===== src/hdl/pbc_defines.vh =====
// Constants for the basic control register block of the PHY management space.
// Assumes inclusion by bare name from hdl/ and a 10 MHz management-side clock.
// Behaviour
// - The block answers only entry 0h of the 32-entry management register space; standard entries 1h-Fh and vendor entries 10h-1Fh go unanswered.
// - Writing one to bit 15 starts a software reset and the bit clears itself so it reads zero.
// - Bit 13 picks the manual speed, one for 100 Mbps and zero for 10 Mbps, and is ignored while auto-negotiation is on.
// - Bit 12 enables auto-negotiation, and when it is on the negotiated speed and duplex win over bits 13 and 8.
// - Reset loads the negotiation-enable, isolate and inverted duplex bits from their straps, speed from a strap on one variant, and clears the rest.
// - In power-down the first reset write only clears power-down and the second resets and re-latches the straps.
// - Bit 10 isolates the device from its MAC data interface and zero restores normal operation.
`ifndef PBC_DEFINES_VH
`define PBC_DEFINES_VH
`define PBC_NUM_REGS        6'd32
`define PBC_VENDOR_BASE     5'h10
`define PBC_REG_CONTROL     5'h00
`define PBC_BIT_RESET       15
`define PBC_BIT_LOOPBACK    14
`define PBC_BIT_SPEED       13
`define PBC_BIT_ANEG        12
`define PBC_BIT_PDOWN       11
`define PBC_BIT_ISOLATE     10
`define PBC_BIT_ANRESTART   9
`define PBC_BIT_DUPLEX      8
`define PBC_BIT_COLTEST     7
`define PBC_RESERVED_RESET  7'h00
`define PBC_SOFT_RESET_CYC  4'hF
`endif


===== src/hdl/pbc_control.v =====
// Basic control register with a Clause 22 management slave on a sampled clock pin.
// Assumes mdc and mdio come from outside, straps are static pins, and the
// negotiated speed and duplex come from same-clock negotiation logic.
`timescale 1ns/1ps
`include "pbc_defines.vh"
module pbc_control (
    input  wire        mclk_i,
    input  wire        resetn_i,
    input  wire        mdc_i,
    input  wire        mdio_i,
    input  wire [4:0]  phy_addr_i,
    input  wire        autoneg_enable_strap_i,
    input  wire        isolate_strap_i,
    input  wire        speed_strap_i,
    input  wire        speed_strap_present_i,
    input  wire        duplex_strap_i,
    input  wire        aneg_speed_i,
    input  wire        aneg_duplex_i,
    output reg         mdio_o,
    output reg         mdio_oe_o,
    output reg         soft_reset_o,
    output reg         power_down_o,
    output reg         isolate_o,
    output reg         loopback_o,
    output reg         speed_100_o,
    output reg         full_duplex_o,
    output reg         aneg_enable_o,
    output reg         aneg_restart_o,
    output reg         col_test_o
);
    localparam ST_IDLE = 2'd0;
    localparam ST_HEAD = 2'd1;
    localparam ST_TA   = 2'd2;
    localparam ST_DATA = 2'd3;

    // Three-stage samplers for the pins; the first stage feeds only the second.
    reg [2:0]  mdc_s_q;
    reg [2:0]  mdio_s_q;
    reg        mdc_f_q;
    reg        mdio_f_q;
    reg [1:0]  state_q;
    reg [5:0]  cnt_q;
    reg [13:0] head_q;
    reg [15:0] sh_q;
    reg        rd_q;
    reg        hit_q;
    reg [15:0] wdat_q;
    reg        wr_q;
    reg        ctl_loop_q;
    reg        ctl_speed_q;
    reg        ctl_aneg_q;
    reg        ctl_pdown_q;
    reg        ctl_iso_q;
    reg        ctl_dup_q;
    reg        ctl_col_q;
    reg [3:0]  rst_cnt_q;
    reg        relatch_q;
    wire       rise;
    wire       fall;
    wire [15:0] ctl_word;

    // A level counts only once the second and third stages agree.
    always @(posedge mclk_i) begin
        mdc_s_q  <= {mdc_s_q[1:0], mdc_i};
        mdio_s_q <= {mdio_s_q[1:0], mdio_i};
        if (!resetn_i) begin
            mdc_f_q  <= 1'b0;
            mdio_f_q <= 1'b1;
        end else begin
            if (mdc_s_q[1] == mdc_s_q[2])
                mdc_f_q <= mdc_s_q[2];
            if (mdio_s_q[1] == mdio_s_q[2])
                mdio_f_q <= mdio_s_q[2];
        end
    end

    assign rise = (mdc_s_q[1] == mdc_s_q[2]) && mdc_s_q[2] && !mdc_f_q;
    assign fall = (mdc_s_q[1] == mdc_s_q[2]) && !mdc_s_q[2] && mdc_f_q;

    // Self-clearing bits read as zero; reserved bits read as their reset value.
    assign ctl_word = {1'b0, ctl_loop_q, ctl_speed_q, ctl_aneg_q, ctl_pdown_q,
                       ctl_iso_q, 1'b0, ctl_dup_q, ctl_col_q, `PBC_RESERVED_RESET};

    // Frame engine: preamble skip, start/op/phy/reg header, turnaround, data.
    always @(posedge mclk_i) begin
        if (!resetn_i) begin
            state_q   <= ST_IDLE;
            cnt_q     <= 6'd0;
            head_q    <= 14'h0000;
            sh_q      <= 16'h0000;
            rd_q      <= 1'b0;
            hit_q     <= 1'b0;
            wdat_q    <= 16'h0000;
            wr_q      <= 1'b0;
            mdio_o    <= 1'b0;
            mdio_oe_o <= 1'b0;
        end else begin
            wr_q <= 1'b0;
            case (state_q)
                ST_IDLE: begin
                    mdio_oe_o <= 1'b0;
                    if (rise && !mdio_f_q) begin // Start bit 0 after preamble ones.
                        state_q <= ST_HEAD;
                        cnt_q   <= 6'd1;
                        head_q  <= 14'h0000;
                    end
                end
                ST_HEAD: begin
                    if (rise) begin
                        head_q <= {head_q[12:0], mdio_f_q};
                        cnt_q  <= cnt_q + 6'd1;
                        if (cnt_q == 6'd13) begin
                            // Twelve bits are held: st1 at 11, op at 10:9, phy at 8:4 and
                            // the upper reg bits at 3:0; the reg LSB is on the pin now.
                            rd_q  <= (head_q[10:9] == 2'b10);
                            // Only index 0 decodes; every other index leaves hit_q low.
                            hit_q <= (head_q[8:4] == phy_addr_i) &&
                                     ({head_q[3:0], mdio_f_q} == `PBC_REG_CONTROL);
                            if (head_q[11] != 1'b1 || head_q[10:9] == 2'b00 ||
                                head_q[10:9] == 2'b11)
                                state_q <= ST_IDLE;
                            else
                                state_q <= ST_TA;
                            cnt_q <= 6'd0;
                            sh_q  <= ctl_word;
                        end
                    end
                end
                ST_TA: begin
                    if (rise)
                        cnt_q <= cnt_q + 6'd1;
                    // Device drives zero in the second turnaround bit of a read.
                    if (fall && cnt_q == 6'd1 && rd_q && hit_q) begin
                        mdio_oe_o <= 1'b1;
                        mdio_o    <= 1'b0;
                    end
                    if (rise && cnt_q == 6'd1) begin
                        state_q <= ST_DATA;
                        cnt_q   <= 6'd0;
                    end
                end
                ST_DATA: begin
                    if (fall && rd_q && hit_q) begin
                        mdio_o <= sh_q[15];
                        sh_q   <= {sh_q[14:0], 1'b0};
                    end
                    if (rise) begin
                        wdat_q <= {wdat_q[14:0], mdio_f_q};
                        cnt_q  <= cnt_q + 6'd1;
                        if (cnt_q == 6'd15) begin
                            state_q <= ST_IDLE;
                            wr_q    <= !rd_q && hit_q;
                        end
                    end
                    if (fall && cnt_q == 6'd16)
                        mdio_oe_o <= 1'b0;
                end
                default: state_q <= ST_IDLE;
            endcase
        end
    end

    // Control bits, strap loading and the power-down reset sequence.
    always @(posedge mclk_i) begin
        if (!resetn_i) begin
            ctl_loop_q  <= 1'b0;
            ctl_speed_q <= 1'b0;
            ctl_aneg_q  <= 1'b0;
            ctl_pdown_q <= 1'b0;
            ctl_iso_q   <= 1'b0;
            ctl_dup_q   <= 1'b0;
            ctl_col_q   <= 1'b0;
            rst_cnt_q   <= 4'h0;
            relatch_q   <= 1'b1;
            aneg_restart_o <= 1'b0;
        end else begin
            aneg_restart_o <= 1'b0;
            if (relatch_q) begin
                // Straps are caught by a clocked step after reset release.
                relatch_q   <= 1'b0;
                ctl_aneg_q  <= autoneg_enable_strap_i;
                ctl_iso_q   <= isolate_strap_i;
                ctl_speed_q <= speed_strap_present_i & speed_strap_i;
                ctl_dup_q   <= ~duplex_strap_i;
                ctl_loop_q  <= 1'b0;
                ctl_pdown_q <= 1'b0;
                ctl_col_q   <= 1'b0;
            end else if (rst_cnt_q != 4'h0) begin
                rst_cnt_q <= rst_cnt_q - 4'h1;
                if (rst_cnt_q == 4'h1)
                    relatch_q <= 1'b1;
            end else if (wr_q) begin
                if (wdat_q[`PBC_BIT_RESET] && ctl_pdown_q) begin
                    ctl_pdown_q <= 1'b0;
                end else if (wdat_q[`PBC_BIT_RESET]) begin
                    rst_cnt_q <= `PBC_SOFT_RESET_CYC;
                end else begin
                    ctl_loop_q  <= wdat_q[`PBC_BIT_LOOPBACK];
                    ctl_speed_q <= wdat_q[`PBC_BIT_SPEED];
                    ctl_aneg_q  <= wdat_q[`PBC_BIT_ANEG];
                    ctl_pdown_q <= wdat_q[`PBC_BIT_PDOWN];
                    ctl_iso_q   <= wdat_q[`PBC_BIT_ISOLATE];
                    ctl_dup_q   <= wdat_q[`PBC_BIT_DUPLEX];
                    ctl_col_q   <= wdat_q[`PBC_BIT_COLTEST];
                    aneg_restart_o <= wdat_q[`PBC_BIT_ANRESTART];
                end
            end
        end
    end

    // Registered steering outputs; negotiation overrides manual speed and duplex.
    always @(posedge mclk_i) begin
        if (!resetn_i) begin
            soft_reset_o  <= 1'b0;
            power_down_o  <= 1'b0;
            isolate_o     <= 1'b0;
            loopback_o    <= 1'b0;
            speed_100_o   <= 1'b0;
            full_duplex_o <= 1'b0;
            aneg_enable_o <= 1'b0;
            col_test_o    <= 1'b0;
        end else begin
            soft_reset_o  <= (rst_cnt_q != 4'h0);
            power_down_o  <= ctl_pdown_q;
            isolate_o     <= ctl_iso_q;
            loopback_o    <= ctl_loop_q;
            speed_100_o   <= ctl_aneg_q ? aneg_speed_i : ctl_speed_q;
            full_duplex_o <= ctl_aneg_q ? aneg_duplex_i : ctl_dup_q;
            aneg_enable_o <= ctl_aneg_q;
            col_test_o    <= ctl_col_q;
        end
    end
endmodule // pbc_control


===== config.mk =====
export PLATFORM = sky130hd
export DESIGN_NAME = pbc_control
export DESIGN_NICKNAME = d
export VERILOG_FILES = /design/src/hdl/pbc_control.v
export VERILOG_INCLUDE_DIRS = /design/src /design/src/hdl
export SDC_FILE = /design/constraint.sdc
export NUM_CORES = 1
export LEC_CHECK = 0
export ABC_CLOCK_PERIOD_IN_PS = 4600
export BUFFER_PORTS_ARGS = -buffer_cell sky130_fd_sc_hd__clkbuf_2
export CORE_AREA = 4 4 86 149
export CTS_BUF_LIST = sky130_fd_sc_hd__clkbuf_8
export CTS_CLUSTER_DIAMETER = 30
export DETAILED_ROUTE_END_ITERATION = 16
export DIE_AREA = 0 0 90 153
export MAX_ROUTING_LAYER = met4
export SETUP_SLACK_MARGIN = 0.2
export SLEW_MARGIN = 10
export SYNTH_ARGS = -nofsm -noshare
export SYNTH_HDL_FRONTEND = slang
export SYNTH_SLANG_ARGS = --single-unit

===== constraint.sdc =====
create_clock -name mclk_i -period 4.6 [get_ports mclk_i]
set_input_delay 0.69 -clock mclk_i [delete_from_list [all_inputs] [get_ports mclk_i]]
set_output_delay 0.69 -clock mclk_i [all_outputs]
set_load 0.05 [all_outputs]

Word level (Yosys, flattened, before mapping)
Index checks and enable logic that the tools add are counted.
Widths: inputs -> output; s select.
- bitwise logic cells: 9
- multiplexer cells: 58
- reduce and logical (&&, ||, !) cells: 47
- equal/unequal tests: 27
- $add $sub $neg: 2
- operators by type and width (kind ; count):
    $mux 16 ; 3
    $pmux 16 s2 ; 1
    $mux 1 ; 31
    $mux 6 ; 5
    $mux 12 ; 2
    $pmux 12 s2 ; 1
    $pmux 6 s4 ; 1
    $ne 2x2->1 const B ; 11
    $reduce_and 4->1 ; 5
    $mux 4 ; 4
    $logic_and 1x1->1 ; 15
    $reduce_and 3->1 ; 5
    $mux 2 ; 7
    $eq 6x4->1 const B ; 2
    $reduce_bool 2->1 ; 6
    $eq 2x2->1 const B ; 4
    $not 1->1 ; 8
    $pmux 2 s4 ; 1
    $add 6x1->6 const B ; 1
    $eq 6x1->1 const B ; 1
    $eq 6x5->1 const B ; 1
    $ne 2x1->1 const B ; 3
    $reduce_and 6->1 ; 1
    $reduce_or 6->1 ; 1
    16 further kinds ; 23
- bits in registers: 86
- output and inout port bits: 11
- input bits: 16
- word-level logic and storage cells: 175

Depth between registers and ports, before layout
Gate-level depths: netlist of run 1.
- depth after elaboration: 8
- depth in mapped cells: 8
- gate-level depth less buffers: 6

Worst setup path after synthesis of run 1
No wires, ideal clock.
- kind: reg-to-reg
- start point: register rst_cnt_q[0]
- end point: register ctl_dup_q
- data required time: 4.484 ns
- setup slack: 2.866 ns
- clock period less this slack: 1.734 ns
- cell stages (with the launch flop): 7
- setup time: 0.116 ns
- arrival: 1.618 ns
- path buffers: 0
- cells stage by stage: dfxtp_1 -> inv_1 -> ha_1 -> nand4bb_1 -> nor2_2 -> mux2_1 -> o211a_1
- word-level cells in the longest chain between the ends: 3
- RTL lines (what ; RTL line ; text):
    start, declared ; pbc_control.v:56 ; reg [3:0] rst_cnt_q;
    start signal, assigned ; pbc_control.v:189 ; rst_cnt_q <= rst_cnt_q - 4'h1;
    start signal, assigned ; pbc_control.v:196 ; rst_cnt_q <= `PBC_SOFT_RESET_CYC;
    $reduce_bool 4->1 ; pbc_control.v:188 ; end else if (rst_cnt_q != 4'h0) begin
    $ne 2x2->1 (no source line) ; - ;
    $reduce_and 4->1 (no source line) ; - ;
    end signal, assigned ; pbc_control.v:184 ; ctl_dup_q <= ~duplex_strap_i;
    end signal, assigned ; pbc_control.v:203 ; ctl_dup_q <= wdat_q[`PBC_BIT_DUPLEX];
    end, declared ; pbc_control.v:54 ; reg ctl_dup_q;
Every way passes these cells.
A chain may end at the register's enable or synchronous reset.

==> flow_summary_export.csv, run 1 <==
group,metric,value,unit
worst_hold_path,holdPathStages,0,
cells_and_area,syn_to_final_growth,12.0,%
detailed_routing,via_per_inst,5.23,
power_and_ir_drop,combPwrFrac,0.112,
worst_hold_path,hp-class,"register to register",
logic_synthesis,syn_area_per_cell,9.03,um^2
logic_synthesis,synth_flop_cell,"dfxtp_1",
setup_path,slowest_stage,"dfxtp_1",
place,io_buffers,26,
timing,fmax,419,MHz
cells_and_area,final_cell_area,0.00384,mm^2
detailed_routing,wl_per_cell,14.4,um
power_and_ir_drop,power_density,389,mW/mm^2
global_route,grt_util_all_layers,0.121,
global_route,grt-ovfl-total,0,
setup_path,timing.rr.end,"wr_q$_SDFF_PN0_",
place,dp.cells,517,
setup_path,max_stage_delay,0.95,ns
cells_and_area,fin_nets,416,
place,post_dp_cell_area,0.00361,mm^2
setup_path,rr_worst_depth,3,
clock_tree,clkTransAtPathRegs,0.08,ns
clock_tree,clk_latency,0.36,ns
cells_and_area,fin_cells,533,
detailed_routing,drc,0,
floorplanning,coreArea,0.0115,mm^2
timing,rsz0062_at_grt,"no",
timing,maxSlewHeadroom,0.366,
cells_and_area,fill_cells,1175,
cells_and_area,final_cell_mix,"dfxtp_1, nand2_1, a21oi_1",
global_route,grt_pass1_vias,2780,
power_and_ir_drop,ir_drop,0.132,mV
place,gp_congestion,0.859,
clock_tree,h-tree-depth,3,
clock_tree,cts_setup_buffers,0,
logic_synthesis,netlist_area,0.00343,mm^2
power_and_ir_drop,p_leak,0.00142,uW
floorplanning,rows,52,
detailed_routing,first_iter_violations,217,
floorplanning,die_w,90,um
floorplanning,die-area,0.0138,mm^2
timing,timing.final.hold_violations,0,
detailed_routing,drt_wl_total,7660,um
global_route,grt_max_degree,35,
setup_path,critPathCaptureType,"register",
global_route,grt_pass1_wl,13100,um
power_and_ir_drop,clockPowerShare,0.390,
floorplanning,start_util,0.298,
setup_path,crit_chain,"nand3_2 > or4_1 > nor3_1",
timing,slew_viol_final,0,
logic_synthesis,ys_seq_area_frac,0.461,
power_and_ir_drop,intPower,1100,uW
timing,fin_crit_sh,0.519,
clock_tree,numCtsBuffers,9,
setup_path,startpoint_type,"register",
cells_and_area,multi_input_area,0.00167,mm^2
cells_and_area,antennaDiodeCount,0,
timing,finClkSkew,0.00663,ns
cells_and_area,final-seq-area,0.00158,mm^2
place,dp_hpwl,5450,um
logic_synthesis,yosys_warnings,0,
setup_path,ff2ff_setup_slack,2.21,ns
setup_path,worstPathArrival,2.66,ns
timing,fin_tns_setup,0,ns
floorplanning,die_h,153,um
cells_and_area,drive_above_1_share,0.143,
timing,min_period,2.39,ns
global_route,grt_antenna_before_repair,0,
run,cap_violations,0,
timing,setup_viol,0,
logic_synthesis,synth_cells,380,
clock_tree,cts_tree,"yes",
worst_hold_path,hp-start,"mdc_s_q[0]$_DFF_P_",
logic_synthesis,synth_edf_count,0,
clock_tree,cts_hold_buf,0,
status,status,"finished, final reports clean",
setup_path,path_max_fanout,24,
power_and_ir_drop,switchingPower,396,uW
detailed_routing,postRouteAntennaNets,0,
power_and_ir_drop,sw_frac_of_total,0.264,
timing,setup_ws,2.21,ns
clock_tree,root_buffer,"clkbuf_8",
setup_path,crit_required,4.88,ns
logic_synthesis,ys_types,66,
clock_tree,cts_resized,0,
floorplanning,io_pins,27,
place,preCtsSetupSlack,1.93,ns
logic_synthesis,async_reset_ff_frac,0,
logic_synthesis,ys_seq_elements,79,
clock_tree,cts_max_path_buffers,2,
logic_synthesis,synth.net_count,403,
setup_path,critPathKind,"register to register",
detailed_routing,drt-pass1-iter-count,4,
power_and_ir_drop,p_seq_frac,0.498,
cells_and_area,final_common_cell,"dfxtp_1",
timing,worst_pin_slew,0.950,ns
detailed_routing,dr_total_vias,2788,
clock_tree,clock_sinks,79,
worst_hold_path,holdPathEnd,"mdc_s_q[1]$_DFF_P_",
## routing by layer
layer,share of wire,vias to the layer above,global-route usage
met3,0.023,20,0.0226
met1,0.41,1334,0.124
met2,0.53,48,0.207
met5,0,-,-
met4,0.036,0,0.0804
li1,-,1386,-
## logic make-up after synthesis
group / Yosys count / synth area share
XOR/XNOR: 6 / 0.0153
AND/OR/NAND/NOR: 133 / 0.202
AO/OA/AOI/OAI: 104 / 0.203
multiplexers: 14 / 0.0419
flip-flops: 79 / 0.461
adder cells (fa/ha/maj): 7 / 0.0255
buffers and inverters: 37 / 0.0517
## how the worst max path moves through the flow
stage	slack (ns)	to	startpoint
floorplan	2.87	ctl_dup_q$_SDFFE_PN0P_	rst_cnt_q[0]$_SDFFE_PN0P_
global placement	2.02	ctl_speed_q$_SDFFE_PN0P_	resetn_i
detailed placement	1.93	ctl_speed_q$_SDFFE_PN0P_	resetn_i
CTS	2.22	wr_q$_SDFF_PN0_	register
global route	2.04	wr_q$_SDFF_PN0_	register
finish	2.21	wr_q$_SDFF_PN0_	register
## area by class of cell
type,count,area share
Multi-Input combinational cell,264,0.435
Sequential cell,79,0.411
Tap cell,135,0.0439
Timing Repair Buffer,29,0.0397
Clock buffer,10,0.0358
Clock inverter,6,0.0241
Inverter,10,0.00976
## sequential cells by signal, indices dropped and copies added, names as in the netlist, 3 cells and up, named ones only
register	cells
wdat_q	16
mdc_s_q	3
cnt_q	6
rst_cnt_q	4
mdio_s_q	3
head_q	12
sh_q	9
## critical path, delay by kind of cell, from the launching register on
| kind | cells | cell delay, ns |
|---|---|---|
| and+or+nand+nor | 3 | 1.36 |
| DFF | 1 | 0.95 |
## cell usage after synthesis (3+ instances only)
library cell | number | share of area
and2_1 | 6 | 0.011
o211a_1 | 6 | 0.017
and4_1 | 3 | 0.0077
ha_1 | 7 | 0.026
nand3_1 | 7 | 0.010
and3_1 | 3 | 0.0055
nor3_1 | 6 | 0.0087
buf_2 | 7 | 0.010
inv_1 | 9 | 0.0098
nor2b_1 | 3 | 0.0055
nor2_1 | 25 | 0.027
o211ai_1 | 6 | 0.013
dfxtp_1 | 79 | 0.46
a21o_1 | 3 | 0.0066
a21oi_1 | 35 | 0.051
mux2i_1 | 11 | 0.032
nand4_1 | 3 | 0.0055
xor2_1 | 3 | 0.0077
nand2_1 | 54 | 0.059
buf_6 | 3 | 0.0098
o21ai_0 | 14 | 0.020
clkbuf_1 | 15 | 0.016
a31oi_1 | 5 | 0.0091
a22oi_1 | 12 | 0.026
xnor2_1 | 3 | 0.0077
## stage by stage
stage,util,hold slack (ns),total power (uW)
after CTS,0.334,0.338,1520
after global placement,0.314,0.310,926
after global routing,0.334,0.351,1570
final,0.334,0.333,1500
after detailed placement,0.314,0.319,930
after floorplan,-,0.310,887
## power groups by stage
stage	clock network, uW	logic (uW)	registers [uW]
2_1_floorplan	0	115	772
3_3_place_gp	0	166	760
5_1_grt	630	192	751
4_1_cts	604	170	745
3_5_place_dp	0	169	761
6_report	583	168	746
No activity file was read; power rests on OpenSTA's default activity.
==> run 2, diff against run 1 <==
--- a/config.mk
+++ b/config.mk
@@ -6,7 +6,7 @@
 export SDC_FILE = /design/constraint.sdc
 export NUM_CORES = 1
 export LEC_CHECK = 0
-export ABC_CLOCK_PERIOD_IN_PS = 4600
+export ABC_CLOCK_PERIOD_IN_PS = 2350
 export BUFFER_PORTS_ARGS = -buffer_cell sky130_fd_sc_hd__clkbuf_2
 export CORE_AREA = 4 4 86 149
 export CTS_BUF_LIST = sky130_fd_sc_hd__clkbuf_8
==> constraint.sdc (replaced) <==
create_clock -name mclk_i -period 2.35 [get_ports mclk_i]
set_input_delay 0.3525 -clock mclk_i [delete_from_list [all_inputs] [get_ports mclk_i]]
set_output_delay 0.3525 -clock mclk_i [all_outputs]
set_load 0.05 [all_outputs]
==> run 2 against run 1 <==
  * Sequential power rose by 96%
  * Global-route usage barely moved
  * Critical path depth up 2
  * Non-clock buffer count up 6
  * Final area rose by 0.98%
  * Register-to-register slack lost 1.9 ns
  * Largest cell class unchanged
==> flow_summary_export.csv, run 2 (same netlist as run 1, synthesis figures left out) <==
group,metric,value,unit
cells_and_area,fin_nets,422,
clock_tree,h-tree-depth,3,
clock_tree,clk_latency,0.35,ns
detailed_routing,wl_per_cell,14.5,um
setup_path,worstPathArrival,2.27,ns
timing,min_period,1.99,ns
timing,timing.final.hold_violations,0,
clock_tree,clock_sinks,79,
status,status,"finished, final reports clean",
clock_tree,root_buffer,"clkbuf_8",
timing,fmax,501,MHz
global_route,grt_pass1_wl,12900,um
setup_path,regToRegStartpoint,"cnt_q[0]$_SDFFE_PN0P_",
power_and_ir_drop,ir_drop,0.218,mV
floorplanning,die_w,90,um
power_and_ir_drop,switchingPower,766,uW
detailed_routing,via_per_inst,5.12,
timing,rsz0062_at_grt,"no",
clock_tree,clkTransAtPathRegs,0.08,ns
clock_tree,cts_hold_buf,0,
detailed_routing,postRouteAntennaNets,0,
setup_path,critPathKind,"register to register",
cells_and_area,final_cell_mix,"dfxtp_1, nand2_1, a21oi_1",
setup_path,path_max_fanout,9,
cells_and_area,syn_to_final_growth,13.1,%
cells_and_area,drive_above_1_share,0.153,
clock_tree,cts_setup_buffers,0,
timing,slew_viol_final,0,
floorplanning,start_util,0.298,
floorplanning,die-area,0.0138,mm^2
global_route,grt_pass1_vias,2653,
timing,fin_tns_setup,0,ns
floorplanning,rows,52,
timing,setup_ws,0.355,ns
timing,maxSlewHeadroom,0.637,
timing,fin_crit_sh,0.849,
run,cap_violations,0,
power_and_ir_drop,intPower,2150,uW
cells_and_area,largest_reg_flops,16,
power_and_ir_drop,combPwrFrac,0.118,
setup_path,cp-startpoint,"cnt_q[0]$_SDFFE_PN0P_",
detailed_routing,drt-pass1-iter-count,4,
cells_and_area,fin_cells,539,
clock_tree,cts_max_path_buffers,2,
worst_hold_path,hp-start,"mdio_i",
power_and_ir_drop,p_seq_frac,0.500,
detailed_routing,dr_total_vias,2761,
power_and_ir_drop,sw_frac_of_total,0.263,
timing,finClkSkew,0.0117,ns
cells_and_area,regMostFlops,"wdat_q",
setup_path,ff2ff_setup_slack,0.36,ns
clock_tree,cts_resized,0,
detailed_routing,first_iter_violations,144,
timing,setup_viol,0,
place,gp_congestion,0.915,
place,io_buffers,26,
place,dp.cells,523,
setup_path,crit_required,2.62,ns
global_route,grt_max_degree,34,
detailed_routing,drc,0,
detailed_routing,drt_wl_total,7840,um
power_and_ir_drop,p_leak,0.00145,uW
setup_path,startpoint_type,"register",
place,dp_hpwl,5690,um
clock_tree,numCtsBuffers,9,
power_and_ir_drop,clockPowerShare,0.382,
power_and_ir_drop,power_density,751,mW/mm^2
worst_hold_path,hp-class,"input pin to register",
floorplanning,coreArea,0.0115,mm^2
floorplanning,io_pins,27,
cells_and_area,reg_top3,"wdat_q x16, head_q x12, sh_q x9",
global_route,grt_util_all_layers,0.121,
floorplanning,die_h,153,um
global_route,grt-ovfl-total,0,
timing,worst_pin_slew,0.542,ns
clock_tree,cts_tree,"yes",
setup_path,critPathCaptureType,"register",
cells_and_area,final_common_cell,"dfxtp_1",
place,preCtsSetupSlack,0.371,ns
cells_and_area,antennaDiodeCount,0,
global_route,grt_antenna_before_repair,0,
[run 2: per-stage QoR]
step | util | total power (uW) | hold WS [ns] | cell area (um^2)
after floorplan | - | 1740 | 0.310 | 3430
after global placement | 0.318 | 1820 | 0.310 | 3660
after detailed placement | 0.318 | 1830 | 0.312 | 3660
after CTS | 0.337 | 2960 | 0.0768 | 3880
after global routing | 0.337 | 3050 | 0.0775 | 3880
final | 0.337 | 2920 | 0.103 | 3880
[run 2: path summary, 6_finish.rpt]
path | to | cells past startpoint
worst max-delay path | sh_q[14]$_SDFFE_PN0P_ | 5
worst min-delay path | mdio_s_q[0]$_DFF_P_ | 1
worst max register to register | sh_q[14]$_SDFFE_PN0P_ | 5
worst min register to register | mdc_s_q[1]$_DFF_P_ | 0
[run 2: critical path, stage by stage, from the launching register on]
cell and delay [ns]:
dfxtp_1 0.44, ha_1 0.19, or3b_4 0.41, nor3_4 0.25
o21a_1 0.37, mux2i_1 0.24
[run 2: final cells by class]
cell class,count,area [um^2]
Inverter,10,37.5
Tap cell,135,169
Timing Repair Buffer,35,198
Sequential cell,79,1580
Fill cell,1182,7630
Multi-Input combinational cell,264,1670
Clock inverter,6,85.1
Clock buffer,10,138
[run 2: layer usage]
metal / global-route usage / vias up / part of all wire
li1: - / 1396 / -
met1: 0.123 / 1310 / 0.40
met2: 0.214 / 40 / 0.55
met3: 0.0266 / 15 / 0.024
met4: 0.0643 / 0 / 0.026
met5: - / - / 0
[run 2: power groups by stage]
| stage | Clock [uW] | Combinational [uW] | Sequential [uW] |
|---|---|---|---|
| final | 1110 | 343 | 1460 |
| after global routing | 1200 | 381 | 1470 |
| after CTS | 1150 | 344 | 1460 |
| after detailed placement | 0 | 341 | 1490 |
| after global placement | 0 | 336 | 1490 |
| after floorplan | 0 | 225 | 1510 |
==> run 3, diff against run 2 <==
--- a/config.mk
+++ b/config.mk
@@ -6,7 +6,7 @@
 export SDC_FILE = /design/constraint.sdc
 export NUM_CORES = 1
 export LEC_CHECK = 0
-export ABC_CLOCK_PERIOD_IN_PS = 2350
+export ABC_CLOCK_PERIOD_IN_PS = 2100
 export BUFFER_PORTS_ARGS = -buffer_cell sky130_fd_sc_hd__clkbuf_2
 export CORE_AREA = 4 4 86 149
 export CTS_BUF_LIST = sky130_fd_sc_hd__clkbuf_8
==> constraint.sdc (replaced) <==
create_clock -name mclk_i -period 2.1 [get_ports mclk_i]
set_input_delay 0.315 -clock mclk_i [delete_from_list [all_inputs] [get_ports mclk_i]]
set_output_delay 0.315 -clock mclk_i [all_outputs]
set_load 0.05 [all_outputs]
==> run 3 against run 2 <==
  * Non-clock buffer count grew 10
  * Sequential share of layout area fell by 0.82 points
  * Register-to-register slack got worse by 0.06 ns
  * Sequential power increased by 12%
==> flow_summary_export.csv, run 3 (same netlist as run 1, synthesis figures left out) <==
group,metric,value,unit
global_route,grt-ovfl-total,0,
floorplanning,die-area,0.0138,mm^2
run,cap_violations,0,
cells_and_area,regMostFlops,"wdat_q",
floorplanning,coreArea,0.0115,mm^2
timing,rsz0062_at_grt,"yes",
detailed_routing,drc,0,
detailed_routing,drt_wl_total,7970,um
place,dp.cells,529,
cells_and_area,final_cell_mix,"dfxtp_1, nand2_1, a21oi_1",
power_and_ir_drop,p_seq_frac,0.498,
worst_hold_path,holdPathEnd,"mdc_s_q[0]$_DFF_P_",
floorplanning,start_util,0.298,
power_and_ir_drop,total_power,3280,uW
global_route,grt_pass1_wl,13500,um
setup_path,critPathCaptureType,"register",
setup_path,path_max_fanout,3,
cells_and_area,fill_cells,1156,
floorplanning,die_h,153,um
place,io_buffers,26,
cells_and_area,final_cell_area,0.00397,mm^2
global_route,busiest_layer,"met2",
setup_path,rr_worst_depth,5,
setup_path,startpoint_type,"register",
clock_tree,clkTransAtPathRegs,0.09,ns
global_route,grt_use_met2,0.209,
timing,fin_tns_setup,0,ns
clock_tree,h-tree-depth,3,
power_and_ir_drop,p_leak,0.00150,uW
cells_and_area,fin_nets,432,
clock_tree,root_buffer,"clkbuf_8",
power_and_ir_drop,power_density,826,mW/mm^2
setup_path,ff2ff_setup_slack,0.30,ns
floorplanning,die_w,90,um
setup_path,crit_required,2.35,ns
detailed_routing,wl_per_cell,14.5,um
timing,setup_viol,0,
clock_tree,cts_max_path_buffers,2,
cells_and_area,drive_above_1_share,0.191,
cells_and_area,reg_top3,"wdat_q x16, head_q x12, sh_q x9",
cells_and_area,syn_to_final_growth,15.7,%
worst_hold_path,hp-class,"input pin to register",
floorplanning,io_pins,27,
power_and_ir_drop,ir_drop,0.376,mV
power_and_ir_drop,switchingPower,877,uW
cells_and_area,final-seq-area,0.00159,mm^2
timing,timing.final.hold_violations,0,
clock_tree,cts_tree,"yes",
worst_hold_path,hp-start,"mdc_i",
timing,min_period,1.80,ns
setup_path,worstPathArrival,2.05,ns
detailed_routing,drt-pass1-iter-count,4,
cells_and_area,fin_util,0.345,
global_route,grtUsageMet3,0.0212,
detailed_routing,via_per_inst,5.16,
detailed_routing,postRouteAntennaNets,0,
timing,worst_pin_slew,0.484,ns
detailed_routing,first_iter_violations,145,
global_route,grt_antenna_before_repair,0,
status,status,"finished, final reports clean",
clock_tree,cts_hold_buf,0,
power_and_ir_drop,sw_frac_of_total,0.267,
clock_tree,clk_latency,0.35,ns
cells_and_area,multi_input_area,0.00169,mm^2
worst_hold_path,holdPathStages,1,
timing,maxSlewHeadroom,0.676,
place,gp_congestion,0.949,
timing,fmax,555,MHz
floorplanning,rows,52,
global_route,grt_util_all_layers,0.122,
cells_and_area,final_common_cell,"dfxtp_1",
global_route,grt_max_degree,25,
power_and_ir_drop,combPwrFrac,0.129,
cells_and_area,fin_cells,549,
detailed_routing,dr_total_vias,2832,
global_route,grtUsageMet1,0.129,
timing,finClkSkew,0.0130,ns
setup_path,critPathKind,"register to register",
power_and_ir_drop,intPower,2400,uW
clock_tree,clock_sinks,79,
timing,slew_viol_final,0,
place,post_dp_cell_area,0.00370,mm^2
cells_and_area,largest_reg_flops,16,
global_route,grt_pass1_vias,2806,
setup_path,timing.rr.end,"wr_q$_SDFF_PN0_",
clock_tree,numCtsBuffers,9,
timing,fin_crit_sh,0.857,
setup_path,regToRegStartpoint,"mdc_s_q[2]$_DFF_P_",
power_and_ir_drop,clockPowerShare,0.373,
cells_and_area,antennaDiodeCount,0,
place,dp_hpwl,5680,um
==> run 3: layout make-up <==
class	count	share of cell area
clock buffers	9	0.0312
clock inverters	7	0.0224
well taps	135	0.0425
multi-input cells	264	0.427
flip-flops and latches	79	0.399
repair buffers	45	0.0687
inverters	10	0.00945
==> run 3: worst max path at each step <==
stage,startpoint,to,slack [ns]
6_report,mdc_s_q[2]$_DFF_P_,wr_q$_SDFF_PN0_,0.30
5_1_grt,rst_cnt_q[1]$_SDFFE_PN0P_,ctl_speed_q$_SDFFE_PN0P_,0.16
4_1_cts,cnt_q[0]$_SDFFE_PN0P_,sh_q[14]$_SDFFE_PN0P_,0.27
3_5_place_dp,cnt_q[0]$_SDFFE_PN0P_,sh_q[8]$_SDFFE_PN0P_,0.17
3_3_place_gp,cnt_q[0]$_SDFFE_PN0P_,sh_q[14]$_SDFFE_PN0P_,0.24
2_1_floorplan,rst_cnt_q[0]$_SDFFE_PN0P_,ctl_dup_q$_SDFFE_PN0P_,0.37
==> run 3: critical path: stages (launching register included) <==
cell	delay, ns
dfxtp_1	0.36
ha_1	0.21
nor2b_1	0.24
nand3_2	0.12
or4_1	0.52
nor3_1	0.25
==> run 3: stage by stage <==
stage | setup slack [ns] | hold WS, ns
after global placement | 0.237 | 0.310
after global routing | 0.165 | 0.0475
final | 0.299 | 0.0644
after floorplan | 0.366 | 0.310
after CTS | 0.270 | 0.0438
after detailed placement | 0.168 | 0.312
==> run 3: repair_timing <==
item,4_1_cts,5_1_grt
setup endpoints to repair,6,28
pin swaps,0,1
setup buffers,0,4
resized for setup,2,7
==> run 3: metal layers <==
layer,up-vias,part of all wire
met1,1352,0.41
li1,1414,-
met3,18,0.027
met4,0,0.028
met2,48,0.53
met5,-,0
==> run 3: power by group through the flow <==
stage,logic (uW),registers (uW),clock network (uW)
2_1_floorplan,252,1690,0
3_3_place_gp,369,1660,0
3_5_place_dp,376,1670,0
4_1_cts,385,1630,1250
5_1_grt,470,1650,1310
6_report,422,1630,1220
